**src/sfrep_pkg.sv**
```systemverilog
// Shared constants and types for the serial flash command sequencer
package sfrep_pkg;

  // ==========================================================================
  // Command codes
  localparam logic [7:0] CMD_LOW_POWER_READ = 8'h03;
  localparam logic [7:0] CMD_FAST_READ = 8'h0b;
  localparam logic [7:0] CMD_DUAL_OUTPUT_READ = 8'h3b;
  localparam logic [7:0] CMD_DUAL_IO_READ = 8'hbb;
  localparam logic [7:0] CMD_SMALL_BLOCK_ERASE_A = 8'h20;
  localparam logic [7:0] CMD_SMALL_BLOCK_ERASE_B = 8'hd7;
  localparam logic [7:0] CMD_BLOCK_ERASE = 8'hd8;
  localparam logic [7:0] CMD_FULL_ARRAY_ERASE_A = 8'h60;
  localparam logic [7:0] CMD_FULL_ARRAY_ERASE_B = 8'hc7;
  localparam logic [7:0] CMD_PAGE_WRITE = 8'h02;
  localparam logic [7:0] CMD_PAGE_WRITE_LOW_CURRENT = 8'h0a;
  localparam logic [7:0] CMD_WRITE_PAUSE = 8'hb0;
  localparam logic [7:0] CMD_WRITE_CONTINUE = 8'h30;
  localparam logic [7:0] CMD_STATUS_READ = 8'h05;
  localparam logic [7:0] CMD_WRITE_UNLOCK = 8'h06;
  localparam logic [7:0] CMD_WRITE_LOCK = 8'h04;

  // ==========================================================================
  // Address layout and status bit positions
  localparam int ADDR_W = 20;
  localparam logic [19:0] ADDR_TOP = 20'hfffff;
  localparam logic [19:0] SMALL_ERASE_MASK = 20'hff000;
  localparam logic [19:0] BLOCK_ERASE_MASK = 20'hf0000;
  localparam logic [19:0] PAGE_MASK = 20'hfff00;
  localparam int ST_BUSY = 0;
  localparam int ST_WEL = 1;
  localparam int ST_PAUSED = 6;

  // ==========================================================================
  // Serial clock counts, each the last index of its phase
  localparam logic [4:0] CMD_LAST = 5'h07;
  localparam logic [4:0] ADDR_LAST_SINGLE = 5'h17;
  localparam logic [4:0] ADDR_LAST_DUAL = 5'h0b;
  localparam logic [4:0] DUMMY_LAST = 5'h07;
  localparam logic [4:0] DUMMY_LAST_DUAL_IO = 5'h03;
  localparam logic [4:0] BYTE_LAST = 5'h07;
  localparam logic [2:0] OUT_STEPS_SINGLE = 3'h7;
  localparam logic [2:0] OUT_STEPS_DUAL = 3'h3;

  // ==========================================================================
  // Timing
  localparam int CLOCK_HZ = 20_000_000;
  localparam int SMALL_ERASE_TIME_MS = 10;
  localparam int BLOCK_ERASE_TIME_MS = 15;
  localparam int FULL_ERASE_TIME_MS = 120;
  localparam int PAGE_WRITE_TIME_US = 500;
  localparam int PAGE_WRITE_LOW_CURRENT_TIME_US = 1000;
  localparam int PAUSE_RECOVERY_TIME_US = 20;
  localparam int SMALL_ERASE_CYC = SMALL_ERASE_TIME_MS * (CLOCK_HZ / 1000);
  localparam int BLOCK_ERASE_CYC = BLOCK_ERASE_TIME_MS * (CLOCK_HZ / 1000);
  localparam int FULL_ERASE_CYC = FULL_ERASE_TIME_MS * (CLOCK_HZ / 1000);
  localparam int PAGE_WRITE_CYC = PAGE_WRITE_TIME_US * (CLOCK_HZ / 1_000_000);
  localparam int PAGE_WRITE_LC_CYC =
    PAGE_WRITE_LOW_CURRENT_TIME_US * (CLOCK_HZ / 1_000_000);
  localparam logic [8:0] PAUSE_RECOVERY_CYC =
    9'(PAUSE_RECOVERY_TIME_US * (CLOCK_HZ / 1_000_000));
  localparam int TIMER_W = 22;

  // ==========================================================================
  // Buffer shape
  localparam int BUF_W = 28;
  localparam int BUF_DEPTH = 2;

  typedef enum logic [1:0] {
    OP_SMALL = 2'h0,
    OP_BLOCK = 2'h1,
    OP_FULL = 2'h2,
    OP_PAGE = 2'h3
  } sfrep_op_type;

  typedef enum logic [2:0] {
    PH_CMD = 3'h0,
    PH_ADDR = 3'h1,
    PH_DUMMY = 3'h3,
    PH_DOUT = 3'h2,
    PH_DIN = 3'h6,
    PH_HOLD = 3'h7,
    PH_SKIP = 3'h5
  } sfrep_phase_type;

endpackage

```
**src/sfrep_sync.sv**
```systemverilog
// Two-stage synchroniser for the serial pins
`timescale 1ns/1ps
module sfrep_sync
  import sfrep_pkg::*;
(
  // Clock and reset
  input wire logic clock,
  input wire logic rst_n,
  // Pins
  input wire logic [3:0] pinsIn,
  output logic [3:0] pinsOut
);

  typedef struct packed {
    logic [3:0] first;
    logic [3:0] second;
  } sfrep_sync_type;

  sfrep_sync_type s_q, s_d;

  always_comb begin
    s_d = s_q;
    s_d.first = pinsIn;
    s_d.second = s_q.first;
  end

  // Chip select idles high so the reset value is all ones
  always_ff @(posedge clock or negedge rst_n) begin
    if (!rst_n) begin
      s_q <= '1;
    end else begin
      s_q <= s_d;
    end
  end

  assign pinsOut = s_q.second;

endmodule

```
**src/sfrep_buf.sv**
```systemverilog
// Two-entry buffer for received page bytes
`timescale 1ns/1ps
module sfrep_buf
  import sfrep_pkg::*;
(
  // Clock and reset
  input wire logic clock,
  input wire logic rst_n,
  // Filling side
  input wire logic inValid,
  output logic inReady,
  input wire logic [BUF_W-1:0] inData,
  // Draining side
  output logic outValid,
  input wire logic outReady,
  output logic [BUF_W-1:0] outData
);

  typedef struct packed {
    logic [BUF_DEPTH-1:0][BUF_W-1:0] data;
    logic [BUF_DEPTH-1:0] vld;
  } sfrep_buf_type;

  sfrep_buf_type s_q, s_d;

  // Head always sits in entry zero so both outputs come from flops
  always_comb begin
    s_d = s_q;
    if (s_q.vld[0] && outReady) begin
      for (int i = 0; i < BUF_DEPTH - 1; i++) begin
        s_d.data[i] = s_q.data[i + 1];
        s_d.vld[i] = s_q.vld[i + 1];
      end
      s_d.vld[BUF_DEPTH-1] = 1'b0;
    end
    if (inValid && !s_q.vld[BUF_DEPTH-1]) begin
      if (!s_d.vld[0]) begin
        s_d.data[0] = inData;
        s_d.vld[0] = 1'b1;
      end else begin
        s_d.data[1] = inData;
        s_d.vld[1] = 1'b1;
      end
    end
  end

  always_ff @(posedge clock or negedge rst_n) begin
    if (!rst_n) begin
      s_q <= '0;
    end else begin
      s_q <= s_d;
    end
  end

  assign inReady = !s_q.vld[BUF_DEPTH-1];
  assign outValid = s_q.vld[0];
  assign outData = s_q.data[0];

endmodule

```
**src/sfrep_core.sv**
```systemverilog
// Serial flash command sequencer: reads, erases, page writes, pause
// Summary of operation
// - 03h plus address reads bytes out
// - Sample inputs on rise, drive on fall
// - Address increments per byte, wraps to zero
// - Chip select high ends read, lines released
// - 03h data begins falling edge clock 31
// - 0Bh adds dummy byte, data at 39
// - 3Bh outputs dual data, byte per four
// - Dual: odd bits line one, even zero
// - BBh address over both lines, 12 clocks
// - Four dummy clocks, data at clock 23
// - 20h/D7h erase 4K region, bits 19-12
// - D8h erase 64K region, bits 19-16
// - 60h/C7h erase whole array
// - Erase/write timed internally, busy shows completion
// - 02h and 0Ah same, 0Ah slower
// - Page write within page, starts at deselect
// - Over 256 bytes: last 256 kept
// - B0h pauses erase or write quickly
// - Commands refused during pause recovery
// - Paused: reads, status, continue accepted
// - New erase/write cancels pause
// - Pause flag set; cleared by 30h or write
// - Write-enable latch gates, cleared on completion
// - Status bit 0 busy during operation
`timescale 1ns/1ps
module sfrep_core
  import sfrep_pkg::*;
#(
  parameter int SMALL_ERASE_CYCLES = SMALL_ERASE_CYC,
  parameter int BLOCK_ERASE_CYCLES = BLOCK_ERASE_CYC,
  parameter int FULL_ERASE_CYCLES = FULL_ERASE_CYC,
  parameter int PAGE_WRITE_CYCLES = PAGE_WRITE_CYC,
  parameter int PAGE_WRITE_LC_CYCLES = PAGE_WRITE_LC_CYC
) (
  // Clock and reset
  input wire logic clock,
  input wire logic rst_n,
  // Serial pins
  input wire logic chipSelect_n,
  input wire logic serialClock,
  input wire logic ioLineZeroIn,
  output logic ioLineZeroOut,
  output logic ioLineZeroOe,
  input wire logic ioLineOneIn,
  output logic ioLineOneOut,
  output logic ioLineOneOe,
  // Array read port
  output logic [ADDR_W-1:0] memAddr,
  input wire logic [7:0] memData,
  // Array operation start
  output logic opStart,
  output logic [1:0] opKind,
  output logic opLowCurrent,
  output logic [ADDR_W-1:0] opAddr,
  // Page bytes toward the array
  output logic pgmValid,
  input wire logic pgmReady,
  output logic [7:0] pgmData,
  output logic [ADDR_W-1:0] pgmAddr,
  // Status
  output logic busy,
  output logic writeUnlocked,
  output logic pausedFlag
);

  typedef struct packed {
    sfrep_phase_type phase;
    logic [7:0] cmd;
    logic [7:0] inSh;
    logic [4:0] cnt;
    logic [ADDR_W-1:0] addr;
    logic [ADDR_W-1:0] memAddr;
    logic [7:0] col;
    logic dual;
    logic stat;
    logic loaded;
    logic [7:0] outSh;
    logic [2:0] outCnt;
    logic io0Out;
    logic io1Out;
    logic oe0;
    logic oe1;
    logic pushPend;
    logic [7:0] pushData;
    logic [ADDR_W-1:0] pushAddr;
    logic wel;
    logic busy;
    logic paused;
    logic [8:0] recover;
    logic [TIMER_W-1:0] timer;
    logic opStart;
    sfrep_op_type opKind;
    logic opLowCurrent;
    logic [ADDR_W-1:0] opAddr;
    logic csPrev;
    logic sckPrev;
  } sfrep_state_type;

  sfrep_state_type s_q, s_d;
  logic [3:0] pinsSync;
  logic csS, sckS, io0S, io1S;
  logic rise, fall, addrLast, startOp, lowCur, bufInReady;
  logic [7:0] shiftByte, outByte, statusByte;
  sfrep_op_type kind;
  logic [ADDR_W-1:0] base;
  logic [TIMER_W-1:0] load;

  // ==========================================================================
  // Pin synchronisation and page byte buffer
  sfrep_sync u_sfrep_sync (
    .clock(clock),
    .rst_n(rst_n),
    .pinsIn({ioLineOneIn, ioLineZeroIn, serialClock, chipSelect_n}),
    .pinsOut(pinsSync)
  );
  assign {io1S, io0S, sckS, csS} = pinsSync;

  sfrep_buf u_sfrep_buf (
    .clock(clock),
    .rst_n(rst_n),
    .inValid(s_q.pushPend),
    .inReady(bufInReady),
    .inData({s_q.pushAddr, s_q.pushData}),
    .outValid(pgmValid),
    .outReady(pgmReady),
    .outData({pgmAddr, pgmData})
  );

  // ==========================================================================
  // Command acceptance
  function automatic logic isRead(input logic [7:0] c);
    return c inside {CMD_LOW_POWER_READ, CMD_FAST_READ, CMD_DUAL_OUTPUT_READ,
      CMD_DUAL_IO_READ};
  endfunction

  function automatic logic isWrite(input logic [7:0] c);
    return c inside {CMD_SMALL_BLOCK_ERASE_A, CMD_SMALL_BLOCK_ERASE_B,
      CMD_BLOCK_ERASE, CMD_FULL_ARRAY_ERASE_A, CMD_FULL_ARRAY_ERASE_B,
      CMD_PAGE_WRITE, CMD_PAGE_WRITE_LOW_CURRENT};
  endfunction

  function automatic logic cmdAllowed(input logic [7:0] c, input logic bsy,
      input logic pau, input logic rec);
    logic ok;
    ok = 1'b1;
    if (rec) begin
      ok = 1'b0;
    end else if (pau) begin
      ok = isRead(c) || isWrite(c) || c == CMD_STATUS_READ
        || c == CMD_WRITE_CONTINUE || c == CMD_WRITE_UNLOCK;
    end else if (bsy) begin
      ok = c == CMD_STATUS_READ || c == CMD_WRITE_PAUSE;
    end
    return ok;
  endfunction

  // ==========================================================================
  // Next state
  always_comb begin
    s_d = s_q;
    s_d.opStart = 1'b0;
    s_d.csPrev = csS;
    s_d.sckPrev = sckS;
    rise = !csS && sckS && !s_q.sckPrev;
    fall = !csS && !sckS && s_q.sckPrev;
    shiftByte = {s_q.inSh[6:0], io0S};
    outByte = s_q.outSh;
    addrLast = 1'b0;
    startOp = 1'b0;
    lowCur = 1'b0;
    kind = OP_SMALL;
    statusByte = 8'h00;
    statusByte[ST_BUSY] = s_q.busy;
    statusByte[ST_WEL] = s_q.wel;
    statusByte[ST_PAUSED] = s_q.paused;
    if (s_q.pushPend && bufInReady) begin
      s_d.pushPend = 1'b0;
    end
    // Busy stays up through pause recovery so software sees not-ready
    if (s_q.recover != 9'h000) begin
      s_d.recover = s_q.recover - 9'h001;
      if (s_q.recover == 9'h001) begin
        s_d.busy = 1'b0;
      end
    end else if (s_q.busy && !s_q.paused) begin
      if (s_q.timer <= TIMER_W'(1)) begin
        s_d.busy = 1'b0;
        s_d.wel = 1'b0;
      end else begin
        s_d.timer = s_q.timer - TIMER_W'(1);
      end
    end
    if (csS) begin
      s_d.phase = PH_CMD;
      s_d.cnt = 5'h00;
      s_d.outCnt = 3'h0;
      s_d.oe0 = 1'b0;
      s_d.oe1 = 1'b0;
      s_d.stat = 1'b0;
      s_d.loaded = 1'b0;
      if (!s_q.csPrev && s_q.phase == PH_HOLD) begin
        case (s_q.cmd)
          CMD_WRITE_UNLOCK: begin
            s_d.wel = 1'b1;
          end
          CMD_WRITE_LOCK: begin
            if (!s_q.busy) s_d.wel = 1'b0;
          end
          CMD_WRITE_PAUSE: begin
            if (s_q.busy && !s_q.paused) begin
              s_d.paused = 1'b1;
              s_d.recover = PAUSE_RECOVERY_CYC;
            end
          end
          CMD_WRITE_CONTINUE: begin
            if (s_q.paused) begin
              s_d.paused = 1'b0;
              s_d.busy = 1'b1;
            end
          end
          CMD_SMALL_BLOCK_ERASE_A, CMD_SMALL_BLOCK_ERASE_B: begin
            startOp = s_q.wel;
            kind = OP_SMALL;
          end
          CMD_BLOCK_ERASE: begin
            startOp = s_q.wel;
            kind = OP_BLOCK;
          end
          CMD_FULL_ARRAY_ERASE_A, CMD_FULL_ARRAY_ERASE_B: begin
            startOp = s_q.wel;
            kind = OP_FULL;
          end
          default: ;
        endcase
      end
      // Only whole bytes, at least one, make a valid page write
      if (!s_q.csPrev && s_q.phase == PH_DIN && s_q.cnt == 5'h00 && s_q.loaded) begin
        startOp = s_q.wel;
        kind = OP_PAGE;
        lowCur = s_q.cmd == CMD_PAGE_WRITE_LOW_CURRENT;
      end
    end else if (rise) begin
      case (s_q.phase)
        PH_CMD: begin
          s_d.inSh = shiftByte;
          s_d.cnt = s_q.cnt + 5'h01;
          if (s_q.cnt == CMD_LAST) begin
            s_d.cmd = shiftByte;
            s_d.cnt = 5'h00;
            s_d.dual = shiftByte inside {CMD_DUAL_OUTPUT_READ, CMD_DUAL_IO_READ};
            if (!cmdAllowed(shiftByte, s_q.busy, s_q.paused, s_q.recover != 9'h000)) begin
              s_d.phase = PH_SKIP;
            end else if (isRead(shiftByte) || (isWrite(shiftByte)
                && !(shiftByte inside {CMD_FULL_ARRAY_ERASE_A, CMD_FULL_ARRAY_ERASE_B}))) begin
              s_d.phase = PH_ADDR;
            end else if (shiftByte == CMD_STATUS_READ) begin
              s_d.phase = PH_DOUT;
              s_d.stat = 1'b1;
            end else begin
              s_d.phase = PH_HOLD;
            end
          end
        end
        PH_ADDR: begin
          s_d.cnt = s_q.cnt + 5'h01;
          if (s_q.cmd == CMD_DUAL_IO_READ) begin
            s_d.addr = {s_q.addr[ADDR_W-3:0], io1S, io0S};
            addrLast = s_q.cnt == ADDR_LAST_DUAL;
          end else begin
            s_d.addr = {s_q.addr[ADDR_W-2:0], io0S};
            addrLast = s_q.cnt == ADDR_LAST_SINGLE;
          end
          if (addrLast) begin
            s_d.cnt = 5'h00;
            s_d.memAddr = s_d.addr;
            s_d.col = s_d.addr[7:0];
            case (s_q.cmd)
              CMD_LOW_POWER_READ: s_d.phase = PH_DOUT;
              CMD_FAST_READ, CMD_DUAL_OUTPUT_READ, CMD_DUAL_IO_READ: s_d.phase = PH_DUMMY;
              CMD_PAGE_WRITE, CMD_PAGE_WRITE_LOW_CURRENT: s_d.phase = PH_DIN;
              default: s_d.phase = PH_HOLD;
            endcase
          end
        end
        PH_DUMMY: begin
          s_d.cnt = s_q.cnt + 5'h01;
          if (s_q.cnt == (s_q.cmd == CMD_DUAL_IO_READ ? DUMMY_LAST_DUAL_IO : DUMMY_LAST)) begin
            s_d.phase = PH_DOUT;
            s_d.cnt = 5'h00;
          end
        end
        PH_DIN: begin
          s_d.inSh = shiftByte;
          s_d.cnt = (s_q.cnt == BYTE_LAST) ? 5'h00 : s_q.cnt + 5'h01;
          // The column wraps in the page, so later bytes overwrite older ones
          if (s_q.cnt == BYTE_LAST) begin
            s_d.pushPend = 1'b1;
            s_d.pushData = shiftByte;
            s_d.pushAddr = {s_q.addr[ADDR_W-1:8], s_q.col};
            s_d.col = s_q.col + 8'h01;
            s_d.loaded = 1'b1;
          end
        end
        PH_HOLD: s_d.phase = PH_SKIP;
        default: ;
      endcase
    end else if (fall && s_q.phase == PH_DOUT) begin
      if (s_q.outCnt == 3'h0) begin
        outByte = s_q.stat ? statusByte : memData;
        if (!s_q.stat) begin
          s_d.memAddr = s_q.memAddr + 20'h00001;
        end
      end
      s_d.io1Out = outByte[7];
      s_d.oe1 = 1'b1;
      if (s_q.dual) begin
        s_d.io0Out = outByte[6];
        s_d.oe0 = 1'b1;
        s_d.outSh = {outByte[5:0], 2'b00};
        s_d.outCnt = (s_q.outCnt == 3'h0) ? OUT_STEPS_DUAL : s_q.outCnt - 3'h1;
      end else begin
        s_d.outSh = {outByte[6:0], 1'b0};
        s_d.outCnt = (s_q.outCnt == 3'h0) ? OUT_STEPS_SINGLE : s_q.outCnt - 3'h1;
      end
    end
    case (kind)
      OP_SMALL: base = s_q.addr & SMALL_ERASE_MASK;
      OP_BLOCK: base = s_q.addr & BLOCK_ERASE_MASK;
      OP_PAGE: base = s_q.addr & PAGE_MASK;
      default: base = 20'h00000;
    endcase
    case (kind)
      OP_SMALL: load = TIMER_W'(SMALL_ERASE_CYCLES);
      OP_BLOCK: load = TIMER_W'(BLOCK_ERASE_CYCLES);
      OP_FULL: load = TIMER_W'(FULL_ERASE_CYCLES);
      default: load = lowCur ? TIMER_W'(PAGE_WRITE_LC_CYCLES) : TIMER_W'(PAGE_WRITE_CYCLES);
    endcase
    if (startOp) begin
      s_d.opStart = 1'b1;
      s_d.opKind = kind;
      s_d.opLowCurrent = lowCur;
      s_d.opAddr = base;
      s_d.busy = 1'b1;
      s_d.paused = 1'b0;
      s_d.recover = 9'h000;
      s_d.timer = load;
    end
  end

  always_ff @(posedge clock or negedge rst_n) begin
    if (!rst_n) begin
      s_q <= '0;
    end else begin
      s_q <= s_d;
    end
  end

  assign ioLineZeroOut = s_q.io0Out;
  assign ioLineZeroOe = s_q.oe0;
  assign ioLineOneOut = s_q.io1Out;
  assign ioLineOneOe = s_q.oe1;
  assign memAddr = s_q.memAddr;
  assign opStart = s_q.opStart;
  assign opKind = s_q.opKind;
  assign opLowCurrent = s_q.opLowCurrent;
  assign opAddr = s_q.opAddr;
  assign busy = s_q.busy;
  assign writeUnlocked = s_q.wel;
  assign pausedFlag = s_q.paused;
endmodule

```
**config.mk**
```make
export PLATFORM = sky130hd
export DESIGN_NAME = sfrep_core
export DESIGN_NICKNAME = d
export VERILOG_FILES = /design/src/sfrep_pkg.sv /design/src/sfrep_sync.sv /design/src/sfrep_buf.sv /design/src/sfrep_core.sv
export SDC_FILE = /design/constraint.sdc
export NUM_CORES = 1
export LEC_CHECK = 0
export BUFFER_PORTS_ARGS = -buffer_cell sky130_fd_sc_hd__buf_2
export CORE_ASPECT_RATIO = 1.4
export CORE_MARGIN = 8
export CORE_UTILIZATION = 40
export DETAILED_ROUTE_END_ITERATION = 16
export PLACE_DENSITY_LB_ADDON = 0.08
export SLEW_MARGIN = 10
export SYNTH_ARGS = -nofsm -noshare
export SYNTH_HDL_FRONTEND = slang
export SYNTH_SLANG_ARGS = --single-unit
```
**constraint.sdc**
```tcl
create_clock -name clock -period 4.25 [get_ports clock]
set_input_delay 0.2125 -clock clock [delete_from_list [all_inputs] [get_ports clock]]
set_output_delay 0.2125 -clock clock [all_outputs]
set_load 0.05 [all_outputs]
```
==> summary.md <==
| Metric | Value |
|---|---|
| Initial antenna violation count | 0 |
| Clock transition at the registers of the reported paths | 60 ps |
| Peak VDD IR | 0.236 mV |
| Max FO, Critical Path | 27 |
| Die H | 221 µm |
| Cell Chain, Critical Path | and3b_1, nand4b_1, and2_1, a311o_2, buf_4, nor2_1, a21oi_1 |
| Kind of cell adding the most delay to the critical path | simple AND/OR/NAND/NOR gates |
| Worst skew pair latency | 530 ps |
| Slew HR | 0.267 |
| Cells after Synth | 1200 |
| Final nets | 1243 |
| R2r setup slk | 1170 ps |
| CP max stage delay | 600 ps |
| Setup bufs post-CTS | 0 |
| Die Area | 0.0359 mm² |
| H-tree depth | 1 |
| Static leakage | 6.60 nW |
| Distinct cells, synth | 73 |
| Io pins | 95 |
| Iteration-0 DRC Markers | 450 |
| Post-Syn Area | 0.0120 mm² |
| Core Region | 0.0297 mm² |
| F_max | 325 MHz |
| CTS root buf | clkbuf_16 |
| Register area | 0.00589 mm² |
| FF+latch count, synth | 235 |
| Area grow syn2layout | 10.4% |
| Final min period | 3080 ps |
| Layout cells sized above 1 | 0.201 |
| CTS buffer count | 25 |
| Clock Path Buffers | 3 |
| Via density | 5.38 |
| Crit path capture type | register |
| Post-synth EDFFs | 0 |
| Fillers | 2915 |
| Register area share after synthesis | 0.490 |
| Critical Path RT | 4660 ps |
| Worst endpoint data arrival time | 3490 ps |
| Period utilization | 0.724 |
| CTS sink cnt | 235 |
| Post-synth ARST share | 1.00 |
| Worst r2r src | s_q[176] |
| Detailed Route WL | 29800 µm |
| Crit path buffers/inverters | 1 |
| Final core occ | 0.446 |
| Syn. warnings | 0 |
| Fin. Hold Viols | 0 |
| Initial cell density of the core | 0.404 |
| Pwr per Cell Area | 366 mW/mm² |
| Max-slew violations | 0 |
| Crit path from | s_q[176] |
| Worst Tran Pin Value | 1100 ps |
| Final setup violation count | 0 |
| Synth area leaders | dfrtp_1 (47%), mux2_2 (6.9%), buf_4 (4.4%) |
| Unrepaired setup endpoints after global routing | no |
| Synthesized area per cell | 10.0 µm² |
| Wire per inst | 18.4 µm |
| Dpl hpwl | 20800 µm |
| Setup CP Type | register to register |
| Setup TNS | 0 ps |
| Type of the most critical hold path | input port to register |
| Total gr overflow | 0 |
| Hold_sp | memData[7] |
| ANT cells | 0 |
| Row Count | 75 |
| Cell taking the most area after synthesis | dfrtp_1 |
| Tot Pwr | 4.86 mW |
| Area of the multi-input gates | 0.00529 mm² |
| Drt pass-1 iters | 5 |
| # DRC | 0 |
| Top cell type's share of synthesized area | 0.472 |
| Most common flop cell mapped by yosys | dfrtp_1 |
| Gpl congestion | 0.855 |
| First-pass GRT wire length | 48900 µm |
| Slowest cell on the critical path | and3b_1 |
| Status | complete, no violations |
| Die X | 163 µm |
| Clk_skew | 12.9 ps |
| GRT Util Overall | 0.167 |
| Final ANT Viol Nets | 0 |
| CTS tree | built |
| IO buf count | 86 |
| Maxcap violations | 0 |
| Critical path launch point type | register |
| Vias in the first global route | 8833 |
| Largest net degree at the start of global routing | 116 |
| Vias | 8686 |
cell families (layout without fill, tap and decap cells):
kind of cell    Yosys count  count (layout)  share of synthesized area
compound gates          244             244                      0.122
xor+xnor                 30              30                     0.0218
fa+ha+maj                17              17                     0.0177
buf+inv                 156             178                     0.0729
flops                   235             235                      0.490
mux                     125             125                      0.112
other cells               1               8                   0.000312
simple gates            392             392                      0.163
sequential cells by signal, indices dropped and copies added (netlist names), 2 cells and up:
signal	count
memAddr	20
opAddr	12
opKind	2
s_q	126
u_sfrep_buf.outData	28
u_sfrep_buf.s_q	29
u_sfrep_sync.pinsOut	4
u_sfrep_sync.s_d	4
synth_stat cells, types with 8 or more instances:
cell / count
xnor2_1: 10
nor3_1: 21
ha_1: 17
buf_2: 8
nand3_1: 45
o22a_1: 8
a31oi_1: 14
and3_1: 9
dfrtp_1: 227
dfstp_2: 8
a21o_1: 15
or4_1: 8
nor3b_1: 9
nor2_1: 119
buf_4: 71
nor2b_1: 9
nand4_1: 10
mux2i_1: 51
nor4_1: 8
nand2_1: 98
a21oi_1: 97
mux2_2: 74
xor2_1: 20
o21ai_0: 64
clkbuf_1: 45
inv_1: 23
metal layers:
layer | wire, µm | global-route usage
met5 | 0 | 0
met4 | 771 | 0.0593
met3 | 1120 | 0.0217
met2 | 15100 | 0.292
met1 | 12800 | 0.206
worst reg2reg max path, cell delays in order (launching register included):
cell and delay [ps]:
dfrtp_1 510, and3b_1 600, nand4b_1 400, and2_1 300, a311o_2 600, buf_4 310, nor2_1 190, a21oi_1 60
layout make-up:
class                           instances  share of cell area
Inverter                               23             0.00650
Sequential cell                       235               0.444
Tap cell                              385              0.0363
Clock buffer                           34              0.0542
Multi-Input combinational cell        816               0.399
Clock inverter                         11              0.0122
Timing Repair Buffer                  110              0.0488
layout by cell type (no fill, tap or decap), types with 15 or more instances in the layout:
cell type / n
a21o_1: 15
a21oi_1: 97
buf_2: 85
buf_4: 17
clkbuf_16: 25
dfrtp_1: 227
ha_1: 17
inv_1: 23
mux2_2: 74
mux2i_1: 51
nand2_1: 98
nand3_1: 45
nor2_1: 117
nor3_1: 21
o21ai_0: 64
xor2_1: 20
worst paths after layout:
check / endpoint / depth (start not counted)
worst min register to register: u_sfrep_sync.pinsOut[3] / 0
worst max-delay path: s_q[44] / 7
min in group asynchronous: u_sfrep_buf.outData[24] / 2
max in group asynchronous: s_q[47] / 3
worst min-delay path: ioLineOneOut / 4
worst max register to register: s_q[44] / 7
power breakdown:
| group | internal (mW) | switching (mW) | total, mW |
|---|---|---|---|
| Sequential | 2.27 | 0.0812 | 2.35 |
| Clock | 1.43 | 0.907 | 2.33 |
| Combinational | 0.0639 | 0.109 | 0.172 |
| Total | 3.76 | 1.10 | 4.86 |
what timing repair did:
action                                 CTS  global route
hold buffers                             6             0
gates resized for setup                  0             0
endpoints found under the hold margin  115             0
stage by stage:
step | setup slack (ps) | area [µm²] | hold slack [ps] | std cells
after CTS | 924 | 13300 | 107 | 1614
final | 1170 | 13300 | 130 | 1614
after detailed placement | 931 | 12300 | 322 | 1563
after global placement | 1050 | 12300 | 320 | 1563
after floorplan | 1590 | 12100 | -83.1 | 1207
after global routing | 923 | 13300 | 145 | 1614
No activity file was read; power rests on OpenSTA's default activity.
